### config.mk
export PLATFORM = sky130hd
export DESIGN_NAME = mcsd_top
export DESIGN_NICKNAME = d
export VERILOG_FILES = /design/src/design/mcsd_pkg.sv /design/src/design/mcsd_top.sv /design/src/design/mcsd_sync.sv
export SDC_FILE = /design/constraint.sdc
export NUM_CORES = 1
export LEC_CHECK = 0
export ABC_AREA = 1
export BUFFER_PORTS_ARGS = -buffer_cell sky130_fd_sc_hd__clkbuf_2
export CELL_PAD_IN_SITES_DETAIL_PLACEMENT = 1
export CELL_PAD_IN_SITES_GLOBAL_PLACEMENT = 1
export CORE_AREA = 2 2 61 63
export DETAILED_ROUTE_END_ITERATION = 6
export DIE_AREA = 0 0 63 65
export PLACE_DENSITY_LB_ADDON = 0.1
export SYNTH_ARGS = -nofsm -noshare
export SYNTH_HDL_FRONTEND = slang
export SYNTH_SLANG_ARGS = --single-unit
### constraint.sdc
create_clock -name clock_in -period 1.2 [get_ports clock_in]
set_input_delay 0.24 -clock clock_in [delete_from_list [all_inputs] [get_ports clock_in]]
set_output_delay 0.24 -clock clock_in [all_outputs]
set_load 0.02 [all_outputs]
### src/design/mcsd_pkg.sv
package mcsd_pkg;

    // ==========================================
    // Switch positions (bit index = position - 1)
    localparam int SW_WIDTH        = 8;
    localparam int SW_SHUT_A       = 0;
    localparam int SW_SHUT_B       = 1;
    localparam int SW_DISPLAY      = 2;
    localparam int SW_CAL_A        = 3;
    localparam int SW_CAL_B        = 4;
    localparam int SW_POWER_ON     = 5;
    localparam int SW_SERVICE_A    = 6;
    localparam int SW_SERVICE_B    = 7;

    // ==========================================
    // Shipped default switch word
    localparam logic [7:0] SW_DEFAULT = 8'hFF;

    // ==========================================
    // Encodings
    localparam logic [1:0] SHUT_IGNORE   = 2'h0;
    localparam logic [1:0] SHUT_REALTIME = 2'h1;
    localparam logic [1:0] SHUT_LATCHED  = 2'h2;

    localparam logic [1:0] CAL_INHIBIT   = 2'h0;
    localparam logic [1:0] CAL_FACTORY   = 2'h1;
    localparam logic [1:0] CAL_NORMAL    = 2'h2;

    localparam logic [1:0] PON_SAVED_SLOT = 2'h0;
    localparam logic [1:0] PON_RESET      = 2'h1;

    // ==========================================
    // Saved-state slot recalled at power-up
    localparam logic [3:0] RECALL_SLOT = 4'h0;

    // ==========================================
    // Cycles after reset release before switch word is captured
    localparam int SETTLE_CYCLES = 4;

endpackage : mcsd_pkg

### src/design/mcsd_top.sv
`timescale 1ns/10ps
`default_nettype none

// What this block does
// - switches 1,2: both off ignore, 1 off 2 on real-time, both on latched.
// - ignore mode never disables output, whatever the shutdown line does.
// - latched mode disables output on assertion until software restore command.
// - real-time mode disables output only while the line is low.
// - shutdown line idles high; low, including outside contact closure, is asserted.
// - switch 3 off forces readouts dark; on lets software control them.
// - switches 4,5: both off inhibit, 4 off 5 on factory, both on normal.
// - normal needs password; factory restores without password; inhibit rejects all.
// - power-up: switch 6 on gives reset state, else recall slot 0.
// - closed switch reads 1; defaults latched, display on, normal cal, reset state.
module mcsd_top
    import mcsd_pkg::*;
(
    input  wire logic                       clock_in,
    input  wire logic                       rst_in,
    input  wire logic [mcsd_pkg::SW_WIDTH-1:0] config_switch_in,
    input  wire logic                       shared_shutdown_line_in,
    input  wire logic                       restore_cmd_in,
    input  wire logic                       display_cmd_on_in,
    input  wire logic                       display_cmd_off_in,
    input  wire logic                       cal_request_in,
    input  wire logic                       cal_password_ok_in,
    input  wire logic                       cal_factory_request_in,
    output logic                            output_enable_out,
    output logic                            shutdown_latched_out,
    output logic [1:0]                      shutdown_mode_out,
    output logic [1:0]                      cal_mode_out,
    output logic                            readout_enable_out,
    output logic                            annunciator_enable_out,
    output logic                            cal_accept_out,
    output logic                            cal_factory_restore_out,
    output logic                            cal_reject_out,
    output logic                            power_on_valid_out,
    output logic                            power_on_reset_out,
    output logic                            power_on_recall_out,
    output logic [3:0]                      recall_slot_out,
    output logic                            service_fault_out
);

    import mcsd_pkg::*;

    // ==========================================
    // Input synchronisers
    logic [SW_WIDTH-1:0] sw;
    logic                line_high;

    mcsd_sync #(
        .WIDTH (SW_WIDTH),
        .INIT  (SW_DEFAULT)
    ) u_sw_sync (
        .clock_in (clock_in),
        .rst_in   (rst_in),
        .async_in (config_switch_in),
        .sync_out (sw)
    );

    // Line idles high, so reset value is the idle level
    mcsd_sync #(
        .WIDTH (1),
        .INIT  (1'b1)
    ) u_line_sync (
        .clock_in (clock_in),
        .rst_in   (rst_in),
        .async_in (shared_shutdown_line_in),
        .sync_out (line_high)
    );

    // ==========================================
    // Decode
    wire       shut_asserted = ~line_high;
    wire [1:0] shut_decode   = (!sw[SW_SHUT_A] &&  sw[SW_SHUT_B]) ? SHUT_REALTIME :
                               ( sw[SW_SHUT_A] &&  sw[SW_SHUT_B]) ? SHUT_LATCHED  :
                               SHUT_IGNORE;
    wire [1:0] cal_decode    = (!sw[SW_CAL_A] &&  sw[SW_CAL_B]) ? CAL_FACTORY :
                               ( sw[SW_CAL_A] &&  sw[SW_CAL_B]) ? CAL_NORMAL  :
                               CAL_INHIBIT;
    wire       display_allowed = sw[SW_DISPLAY];
    wire       service_ok      = sw[SW_SERVICE_A] & sw[SW_SERVICE_B];

    // ==========================================
    // Latched shutdown; assertion wins over a coincident restore
    logic latch_set;
    logic next_latch;

    assign latch_set  = (shut_decode == SHUT_LATCHED) && shut_asserted;
    assign next_latch = latch_set ? 1'b1 :
                        restore_cmd_in ? 1'b0 :
                        (shut_decode == SHUT_LATCHED) ? latch_set | shutdown_latched_out : 1'b0;

    wire next_out_en = (shut_decode == SHUT_IGNORE)   ? 1'b1 :
                       (shut_decode == SHUT_REALTIME) ? ~shut_asserted :
                       ~next_latch;

    always_ff @(posedge clock_in) begin
        if (rst_in) begin
            shutdown_latched_out <= 1'b0;
            output_enable_out    <= 1'b1;
        end else begin
            shutdown_latched_out <= next_latch;
            output_enable_out    <= next_out_en;
        end
    end

    // ==========================================
    // Readout enable under software control
    logic sw_display_on;
    wire  next_sw_display = display_cmd_on_in  ? 1'b1 :
                            display_cmd_off_in ? 1'b0 : sw_display_on;

    always_ff @(posedge clock_in) begin
        if (rst_in) begin
            sw_display_on          <= 1'b1;
            readout_enable_out     <= 1'b0;
            annunciator_enable_out <= 1'b0;
        end else begin
            sw_display_on          <= next_sw_display;
            readout_enable_out     <= display_allowed & next_sw_display;
            annunciator_enable_out <= 1'b1;
        end
    end

    // ==========================================
    // Calibration gate; one-cycle answers to one-cycle requests
    wire next_accept  = cal_request_in && (cal_decode == CAL_NORMAL) && cal_password_ok_in;
    wire next_factory = cal_factory_request_in && (cal_decode == CAL_FACTORY);
    wire next_reject  = (cal_request_in && !next_accept) ||
                        (cal_factory_request_in && !next_factory);

    always_ff @(posedge clock_in) begin
        if (rst_in) begin
            cal_accept_out          <= 1'b0;
            cal_factory_restore_out <= 1'b0;
            cal_reject_out          <= 1'b0;
            cal_mode_out            <= CAL_INHIBIT;
            shutdown_mode_out       <= SHUT_IGNORE;
            service_fault_out       <= 1'b0;
        end else begin
            cal_accept_out          <= next_accept;
            cal_factory_restore_out <= next_factory;
            cal_reject_out          <= next_reject;
            cal_mode_out            <= cal_decode;
            shutdown_mode_out       <= shut_decode;
            service_fault_out       <= ~service_ok;
        end
    end

    // ==========================================
    // Power-on choice, taken once after the synchroniser has settled;
    // later switch moves do not matter until the next reset
    logic [2:0] settle;
    wire        settle_done = (settle == 3'(SETTLE_CYCLES));

    always_ff @(posedge clock_in) begin
        if (rst_in) begin
            settle              <= 3'h0;
            power_on_valid_out  <= 1'b0;
            power_on_reset_out  <= 1'b0;
            power_on_recall_out <= 1'b0;
            recall_slot_out     <= RECALL_SLOT;
        end else if (!settle_done) begin
            settle <= settle + 3'h1;
        end else if (!power_on_valid_out) begin
            power_on_valid_out  <= 1'b1;
            power_on_reset_out  <= sw[SW_POWER_ON];
            power_on_recall_out <= ~sw[SW_POWER_ON];
            recall_slot_out     <= RECALL_SLOT;
        end
    end
endmodule // mcsd_top

`default_nettype wire

### src/design/mcsd_sync.sv
`timescale 1ns/10ps
`default_nettype none

module mcsd_sync #(
    parameter int          WIDTH = 1,
    parameter logic [WIDTH-1:0] INIT = '0
) (
    input  wire logic             clock_in,
    input  wire logic             rst_in,
    input  wire logic [WIDTH-1:0] async_in,
    output logic      [WIDTH-1:0] sync_out
);

    logic [WIDTH-1:0] stage;

    // ==========================================
    // Two-flop synchroniser; first stage feeds only the second
    always_ff @(posedge clock_in) begin
        if (rst_in) begin
            stage    <= INIT;
            sync_out <= INIT;
        end else begin
            stage    <= async_in;
            sync_out <= stage;
        end
    end

endmodule // mcsd_sync

`default_nettype wire

==> qor.txt, run 1 <==
CTS Buf Count: 5
Net count, final: 171
CP required: 1440 ps
Antenna Nets Post-Route: 0
Die X: 63 µm
Pre-Repair DR Iteration Count: 2
CTS max path bufs: 2
Overflow after GRT: 0
largest net degree at the start of global routing: 15
Crit. End Element: flop
Cells after Synth: 116
sequential-to-total area share from yosys stat: 0.630
CTS Sinks: 37
EDFF count, synth: 0
clock skew: 9.62 ps
Sequential Area: 741 µm²
min-delay worst type: in -> reg
post_cts resized: 0
adder-cell share of the synthesized area: 0.0213
Die ar.: 0.00410 mm²
H-tree levels: 2
CTS tree: built
Routed Wire Length: 1950 µm
Synth Area in XOR/XNOR: 0.00745
total core area: 0.00350 mm²
Yosys reg bits: 37
area taken by multi-input logic gates: 333 µm²
Tcrit/Tclk final: 0.933
Peak VDD IR: 0.859 mV
compound-cell area share of the yosys netlist: 0.0521
drt drc: 0
# Max-Cap Violations: 0
Yosys top cell area share: 0.630
mux contribution to synthesized area: 0
pwr dens: 1840 mW/mm²
routed length per instance: 9.68 µm
clock slew at reported path FFs: 100 ps
first-pass GRT wire length: 3360 µm
Synth Area in Simple Gates: 0.189
synth top area cells: dfxtp_1, or2_1, inv_1
biggest cell delay along the critical path: 380 ps
overall power: 2650 µW
yosys warns: 0
drt initial violations: 25
synth cell count leaders: dfxtp_1, or2_1, inv_1
Final Util: 0.412
starting density of the core: 0.336
main combinational cell family by area after synthesis: simple AND/OR/NAND/NOR gates
die span in y: 65 µm
Cell Area, Synth: 0.00118 mm²
initial antenna violation count: 0
via count: 816
fmax: 893 MHz
CP Cell Sequence: inv_1 > ha_1 > nand2_2 > inv_2 > a21oi_1 > nor2_1
RSZ-0062 raised after global routing: no
Fin Setup TNS: 0 ps
asr flop ratio synth: 0
mean post-synth cell area: 10.1 µm²
Worst Path Arrival: 1360 ps
Slew Limit Fails: 0
Clock Tree Root: clkbuf_4
Post CTS Setup Buffer Count: 0
layout cells sized above 1: 0.294
status: finished clean
DR vias/cell: 4.06
n_diodes: 0
top-count cell post-synth: dfxtp_1
hold_ws: 71.8 ps
# setup viols final: 0
CP Buf/Inv Count: 2
setup slack after layout: 79.8 ps
ys flop type: dfxtp_1
DP Wirelength: 1470 µm
Rows: 22
Worst-Skew Late Latency: 330 ps
cell family with most CP delay: flip-flops
LEAKAGE: 0.000687 µW
post-synth top area cell: dfxtp_1
Final GP Congestion: 0.755
Synth-to-Final Area Change: 22.3%
Final Hold Viols: 0
kind of critical path: reg -> reg
startpoint class of the critical path: flop
Critical Path Fanout Max: 6
io pins: 36
hold buffers post-CTS: 0
Tot GR Track Use: 0.111
vias in the first global route: 787
slowest cell on the critical path: dfxtp_1
Yosys cell types: 20
final worst path period need: 1120 ps
# port buffers: 31
fillers: 430
dpl ws: 89.5 ps
==> final timing paths <==
check | from | end | slack, ps | cells after the start
hold / removal | config_switch_in[6] | u_sw_sync.stage[6] | 70 | 2
hold reg to reg | u_line_sync.stage | u_line_sync.sync_out | 410 | 1
setup / recovery | settle[0] | power_on_reset_out | 80 | 6
setup reg to reg | settle[0] | power_on_reset_out | 80 | 6
==> cell families (layout without fill, tap and decap cells) <==
family | count (synthesis) | count (layout)
compound gates | 12 | 12
buf+inv | 20 | 54
xor+xnor | 1 | 1
other cells | 1 | 4
simple gates | 43 | 43
fa+ha+maj | 2 | 2
flops | 37 | 37
==> metrics by stage <==
stage | std cells | cell area, µm²
6_report | 201 | 1440
5_1_grt | 201 | 1440
4_1_cts | 201 | 1440
3_5_place_dp | 193 | 1350
3_3_place_gp | 193 | 1350
2_1_floorplan | 119 | 1190
==> flip-flops by register name, indices dropped and copies added, names as in the netlist, 2 cells and up <==
signal / count
u_sw_sync.stage: 8
u_sw_sync.sync_out: 8
settle: 3
cal_mode_out: 2
shutdown_mode_out: 2
==> metal layers <==
metal  GRT usage  vias to the layer above  wire (µm)
li1            -                      422          -
met1       0.118                      368        841
met2       0.177                       22        950
met3      0.0486                        4        114
met4      0.0750                        0         40
met5           0                        -          0
==> power breakdown <==
part	leakage [µW]	switching, µW	total, µW	internal (µW)
clock	0.0000455	377	875	498
combinational	0.000335	225	377	152
sequential	0.000306	60.7	1400	1340
total	0.000687	663	2650	1990
==> placed cells by master, fill, tap and decap left out <==
master / instances
nor3_1: 3
clkbuf_2: 31
bufinv_16: 1
nor2_1: 9
a21oi_1: 7
inv_1: 11
ha_1: 2
or2_1: 18
clkinv_2: 1
clkbuf_4: 5
clkbuf_8: 1
inv_2: 1
xnor2_1: 1
buf_4: 2
o22ai_1: 1
nand2_2: 1
nand3_2: 1
nand2_1: 9
nand3_1: 1
o21ai_0: 4
conb_1: 4
dfxtp_1: 37
nor2_2: 1
clkbuf_1: 1
==> area by class of cell <==
type                            count  share of cell area
Timing Repair Buffer               33               0.118
Multi-Input combinational cell     62               0.231
Sequential cell                    37               0.515
Inverter                           13              0.0348
Clock inverter                      1              0.0209
Tap cell                           48              0.0417
Clock buffer                        7              0.0383
Note: power is estimated with default switching activity, not from simulation.
==> run 2: changes to the inputs <==
--- a/config.mk
+++ b/config.mk
@@ -12,7 +12,7 @@
 export CORE_AREA = 2 2 61 63
 export DETAILED_ROUTE_END_ITERATION = 6
 export DIE_AREA = 0 0 63 65
-export PLACE_DENSITY_LB_ADDON = 0.1
+export PLACE_DENSITY = 0.83
 export SYNTH_ARGS = -nofsm -noshare
 export SYNTH_HDL_FRONTEND = slang
 export SYNTH_SLANG_ARGS = --single-unit
==> run 2 against run 1 <==
- combinational power is 1% higher
- setup slack better by 9.8 ps
- non-clock buffer count decreased by 1
- critical path depth did not move
- hold slack better by 2.0 ps
- maximum frequency up 0.89%
- die area is the same
- final area down 2.7%
- cell count decreased by 0.50%
- register-to-register slack hardly changed
- sequential power about the same
- highest routed layer unchanged
==> qor.txt, run 2 (same netlist as run 1, synthesis figures left out) <==
vias in the first global route: 807
CTS tree: built
overall power: 2400 µW
total core area: 0.00350 mm²
layout cells sized above 1: 0.303
CTS Sinks: 37
# port buffers: 31
biggest regs: u_sw_sync.stage x8, u_sw_sync.sync_out x8, settle x3
Crit. End Element: flop
RSZ-0062 raised after global routing: no
Final Hold Viols: 0
hold buffers post-CTS: 0
starting density of the core: 0.336
Overflow after GRT: 0
Comb pwr share: 0.159
fmax: 901 MHz
clock skew: 6.07 ps
commonest cells after routing, fill and taps aside: dfxtp_1, clkbuf_2, or2_1, inv_1
CTS Buf Count: 5
drt drc: 0
Post-Place Cell Area: 0.00135 mm²
switching power: 678 µW
n_diodes: 0
LEAKAGE: 0.000669 µW
Peak VDD IR: 0.671 mV
DP Wirelength: 1570 µm
die span in y: 65 µm
fin area: 0.00140 mm²
CTS max path bufs: 2
startpoint class of the critical path: flop
Post-Layout Cell Count: 200
drt initial violations: 7
Synth-to-Final Area Change: 19.0%
kind of critical path: reg -> reg
pwr dens: 1710 mW/mm²
min-delay worst type: in -> reg
Die X: 63 µm
commonest non-fill, non-tap cell in the layout: dfxtp_1
Tcrit/Tclk final: 0.925
Fin Setup TNS: 0 ps
fillers: 432
H-tree levels: 2
final worst path period need: 1110 ps
CP required: 1430 ps
# Max-Cap Violations: 0
Final GP Congestion: 0.679
Reg power frac: 0.587
Worst Path Arrival: 1340 ps
clock share of power: 0.254
clock slew at reported path FFs: 110 ps
sw frac: 0.283
largest net degree at the start of global routing: 16
Clock Tree Root: clkbuf_4
internal power: 1720 µW
Worst-Skew Late Latency: 330 ps
Tot GR Track Use: 0.107
Rows: 22
DP Cell Count: 192
initial antenna violation count: 0
Critical Path Fanout Max: 6
DR vias/cell: 4.12
io pins: 36
Net count, final: 170
status: finished clean
Antenna Nets Post-Route: 0
# setup viols final: 0
Routed Wire Length: 1960 µm
routed length per instance: 9.82 µm
Die ar.: 0.00410 mm²
Pre-Repair DR Iteration Count: 3
via count: 824
Slew Limit Fails: 0
first-pass GRT wire length: 3240 µm
hold_ws: 73.7 ps
==> run 2: worst paths after layout <==
kind                            start  cells past startpoint                     to  slack [ps]
hold reg to reg    u_sw_sync.stage[3]                      1  u_sw_sync.sync_out[3]         420
hold / removal    config_switch_in[5]                      2     u_sw_sync.stage[5]          70
setup reg to reg            settle[0]                      6     power_on_reset_out          90
setup / recovery            settle[0]                      6     power_on_reset_out          90
==> run 2: per-layer routing <==
metal	global-route usage	part of all wire	vias up
li1	-	-	416
met1	0.0894	0.37	380
met2	0.201	0.55	23
met3	0.0521	0.063	5
met4	0.0667	0.018	0
met5	0	0	-
==> run 2: critical path: stages, from the launching register on <==
cell     delay, ps
dfxtp_2        360
inv_1           50
ha_1           220
nand2_2        130
inv_2           70
a21oi_1        130
nor2_1          60
==> run 2: final cells by class <==
class                      count  area [µm²]  area share
multi-input combinational     62         333       0.238
timing repair buffer          32         163       0.116
inverter                      13        50.0      0.0357
sequential                    37         743       0.531
tap                           48        60.1      0.0429
clock buffer                   6        41.3      0.0295
clock inverter                 2        10.0     0.00715
==> run 2: power groups by stage <==
stage                     clock, µW  sequential (µW)  combinational, µW
after floorplan                   0             1470                238
after global placement            0             1420                357
after detailed placement          0             1430                390
after CTS                       642             1400                392
after global routing            702             1420                439
final                           608             1410                382
==> run 2: stage by stage <==
| stage | setup WS, ps | util |
|---|---|---|
| after global placement | 162 | 0.385 |
| after CTS | 26.2 | 0.400 |
| final | 89.7 | 0.401 |
| after detailed placement | 35.0 | 0.385 |
| after global routing | 22.5 | 0.401 |
| after floorplan | 183 | - |
==> run 2: what timing repair did <==
action | CTS | global route
buffers inserted | 0 | 0
setup endpoints to repair | 0 | 1
resized for setup | 0 | 2
==> run 3: changes to the inputs <==
--- a/config.mk
+++ b/config.mk
@@ -13,6 +13,7 @@
 export DETAILED_ROUTE_END_ITERATION = 6
 export DIE_AREA = 0 0 63 65
 export PLACE_DENSITY = 0.83
+export REMOVE_ABC_BUFFERS = 1
 export SYNTH_ARGS = -nofsm -noshare
 export SYNTH_HDL_FRONTEND = slang
 export SYNTH_SLANG_ARGS = --single-unit
==> run 3 against run 2 <==
- combinational power grew 2%
- flip-flop and latch count is the same
- sequential power is essentially flat
- hold slack lost 4.2 ps
- critical path depth shrank 1
- utilization grew 0.72 points
- final area grew 1.8%
- via count shrank 0.49%
- cell count grew 0.50%
- clock power grew 21%
- largest cell class unchanged
- highest routed layer unchanged
==> qor.txt, run 3 (same netlist as run 1, synthesis figures left out) <==
# port buffers: 31
Routed Wire Length: 2040 µm
Synth-to-Final Area Change: 21.2%
CP required: 1420 ps
clock slew at reported path FFs: 110 ps
Reg power frac: 0.555
Pre-Repair DR Iteration Count: 4
Peak VDD IR: 0.743 mV
Clock Tree Root: clkbuf_4
pwr dens: 1780 mW/mm²
# Max-Cap Violations: 0
min-delay worst type: in -> reg
CTS Buf Count: 5
sw frac: 0.274
LEAKAGE: 0.000683 µW
internal power: 1840 µW
overall power: 2530 µW
Crit. End Element: flop
Die ar.: 0.00410 mm²
routed length per instance: 10.1 µm
starting density of the core: 0.336
Critical Path Fanout Max: 6
hold_ws: 69.5 ps
switching power: 694 µW
biggest regs: u_sw_sync.stage x8, u_sw_sync.sync_out x8, settle x3
Slew Limit Fails: 0
DP Wirelength: 1610 µm
Rows: 22
setup slack after layout: 68.2 ps
initial antenna violation count: 0
Comb pwr share: 0.153
die span in y: 65 µm
largest net degree at the start of global routing: 20
total core area: 0.00350 mm²
Tcrit/Tclk final: 0.943
Overflow after GRT: 0
Fin Setup TNS: 0 ps
Antenna Nets Post-Route: 0
first-pass GRT wire length: 3470 µm
RSZ-0062 raised after global routing: no
final worst path period need: 1130 ps
CTS tree: built
drt initial violations: 16
clock skew: 3.78 ps
Tot GR Track Use: 0.113
Final Hold Viols: 0
CTS Sinks: 37
Post CTS Setup Buffer Count: 0
io pins: 36
clock share of power: 0.292
vias in the first global route: 870
Worst Path Arrival: 1350 ps
DP Cell Count: 193
commonest cells after routing, fill and taps aside: dfxtp_1, clkbuf_2, or2_1, inv_1
startpoint class of the critical path: flop
status: finished clean
dpl ws: 39.1 ps
layout cells sized above 1: 0.307
via count: 820
H-tree levels: 2
CTS max path bufs: 2
Worst-Skew Late Latency: 340 ps
n_diodes: 0
DR vias/cell: 4.08
Final GP Congestion: 0.635
drt drc: 0
commonest non-fill, non-tap cell in the layout: dfxtp_1
kind of critical path: reg -> reg
fmax: 884 MHz
Die X: 63 µm
Post-Layout Cell Count: 201
# setup viols final: 0
Net count, final: 171
run 3: cell types whose count changed in the layout (fill, tap and decap cells not counted):
cell,change
dfxtp_1,+1
clkbuf_8,+2
clkbuf_1,-1
buf_4,+1
dfxtp_2,-1
clkinv_2,-1
run 3: layer usage:
layer / up-vias / wire (µm) / GRT usage
li1: 417 / - / -
met1: 368 / 759 / 0.105
met2: 27 / 1070 / 0.203
met3: 8 / 138 / 0.0503
met4: 0 / 63 / 0.0694
met5: - / 0 / 0
run 3: final timing paths:
| check | start | to | slack [ps] | cells after the start |
|---|---|---|---|---|
| worst max register to register | settle[0] | settle[0] | 70 | 5 |
| worst min register to register | u_sw_sync.stage[7] | u_sw_sync.sync_out[7] | 410 | 1 |
| worst min-delay path | config_switch_in[5] | u_sw_sync.stage[5] | 70 | 2 |
| worst max-delay path | settle[0] | settle[0] | 70 | 5 |
run 3: worst max-delay path: stages (launching register included):
cell and delay (ps):
dfxtp_2 350, inv_1 60, ha_1 180, nand2_2 110, o21ai_0 240, a21oi_1 90
run 3: repair_timing:
action / 4_1_cts / 5_1_grt
hold buffers: 0 / 0
endpoints found under the setup margin: 0 / 3
gates resized for setup: 0 / 1
run 3: final cells by class:
class | instances | area [µm²]
Clock inverter | 1 | 5.00
Sequential cell | 37 | 742
Inverter | 13 | 50.0
Multi-Input combinational cell | 62 | 333
Fill cell | 428 | 2070
Timing Repair Buffer | 33 | 170
Clock buffer | 7 | 65.1
Tap cell | 48 | 60.1
run 3: power groups by stage:
| stage | Clock [µW] | Combinational, µW | Sequential [µW] |
|---|---|---|---|
| after floorplan | 0 | 210 | 1470 |
| after global placement | 0 | 358 | 1420 |
| after detailed placement | 0 | 392 | 1430 |
| after CTS | 777 | 395 | 1400 |
| after global routing | 808 | 446 | 1420 |
| final | 738 | 388 | 1410 |
run 3: through the flow:
step / instance area [µm²] / util
2_1_floorplan: 1120 / -
3_3_place_gp: 1350 / 0.387
3_5_place_dp: 1350 / 0.387
4_1_cts: 1420 / 0.407
5_1_grt: 1430 / 0.408
6_report: 1430 / 0.408
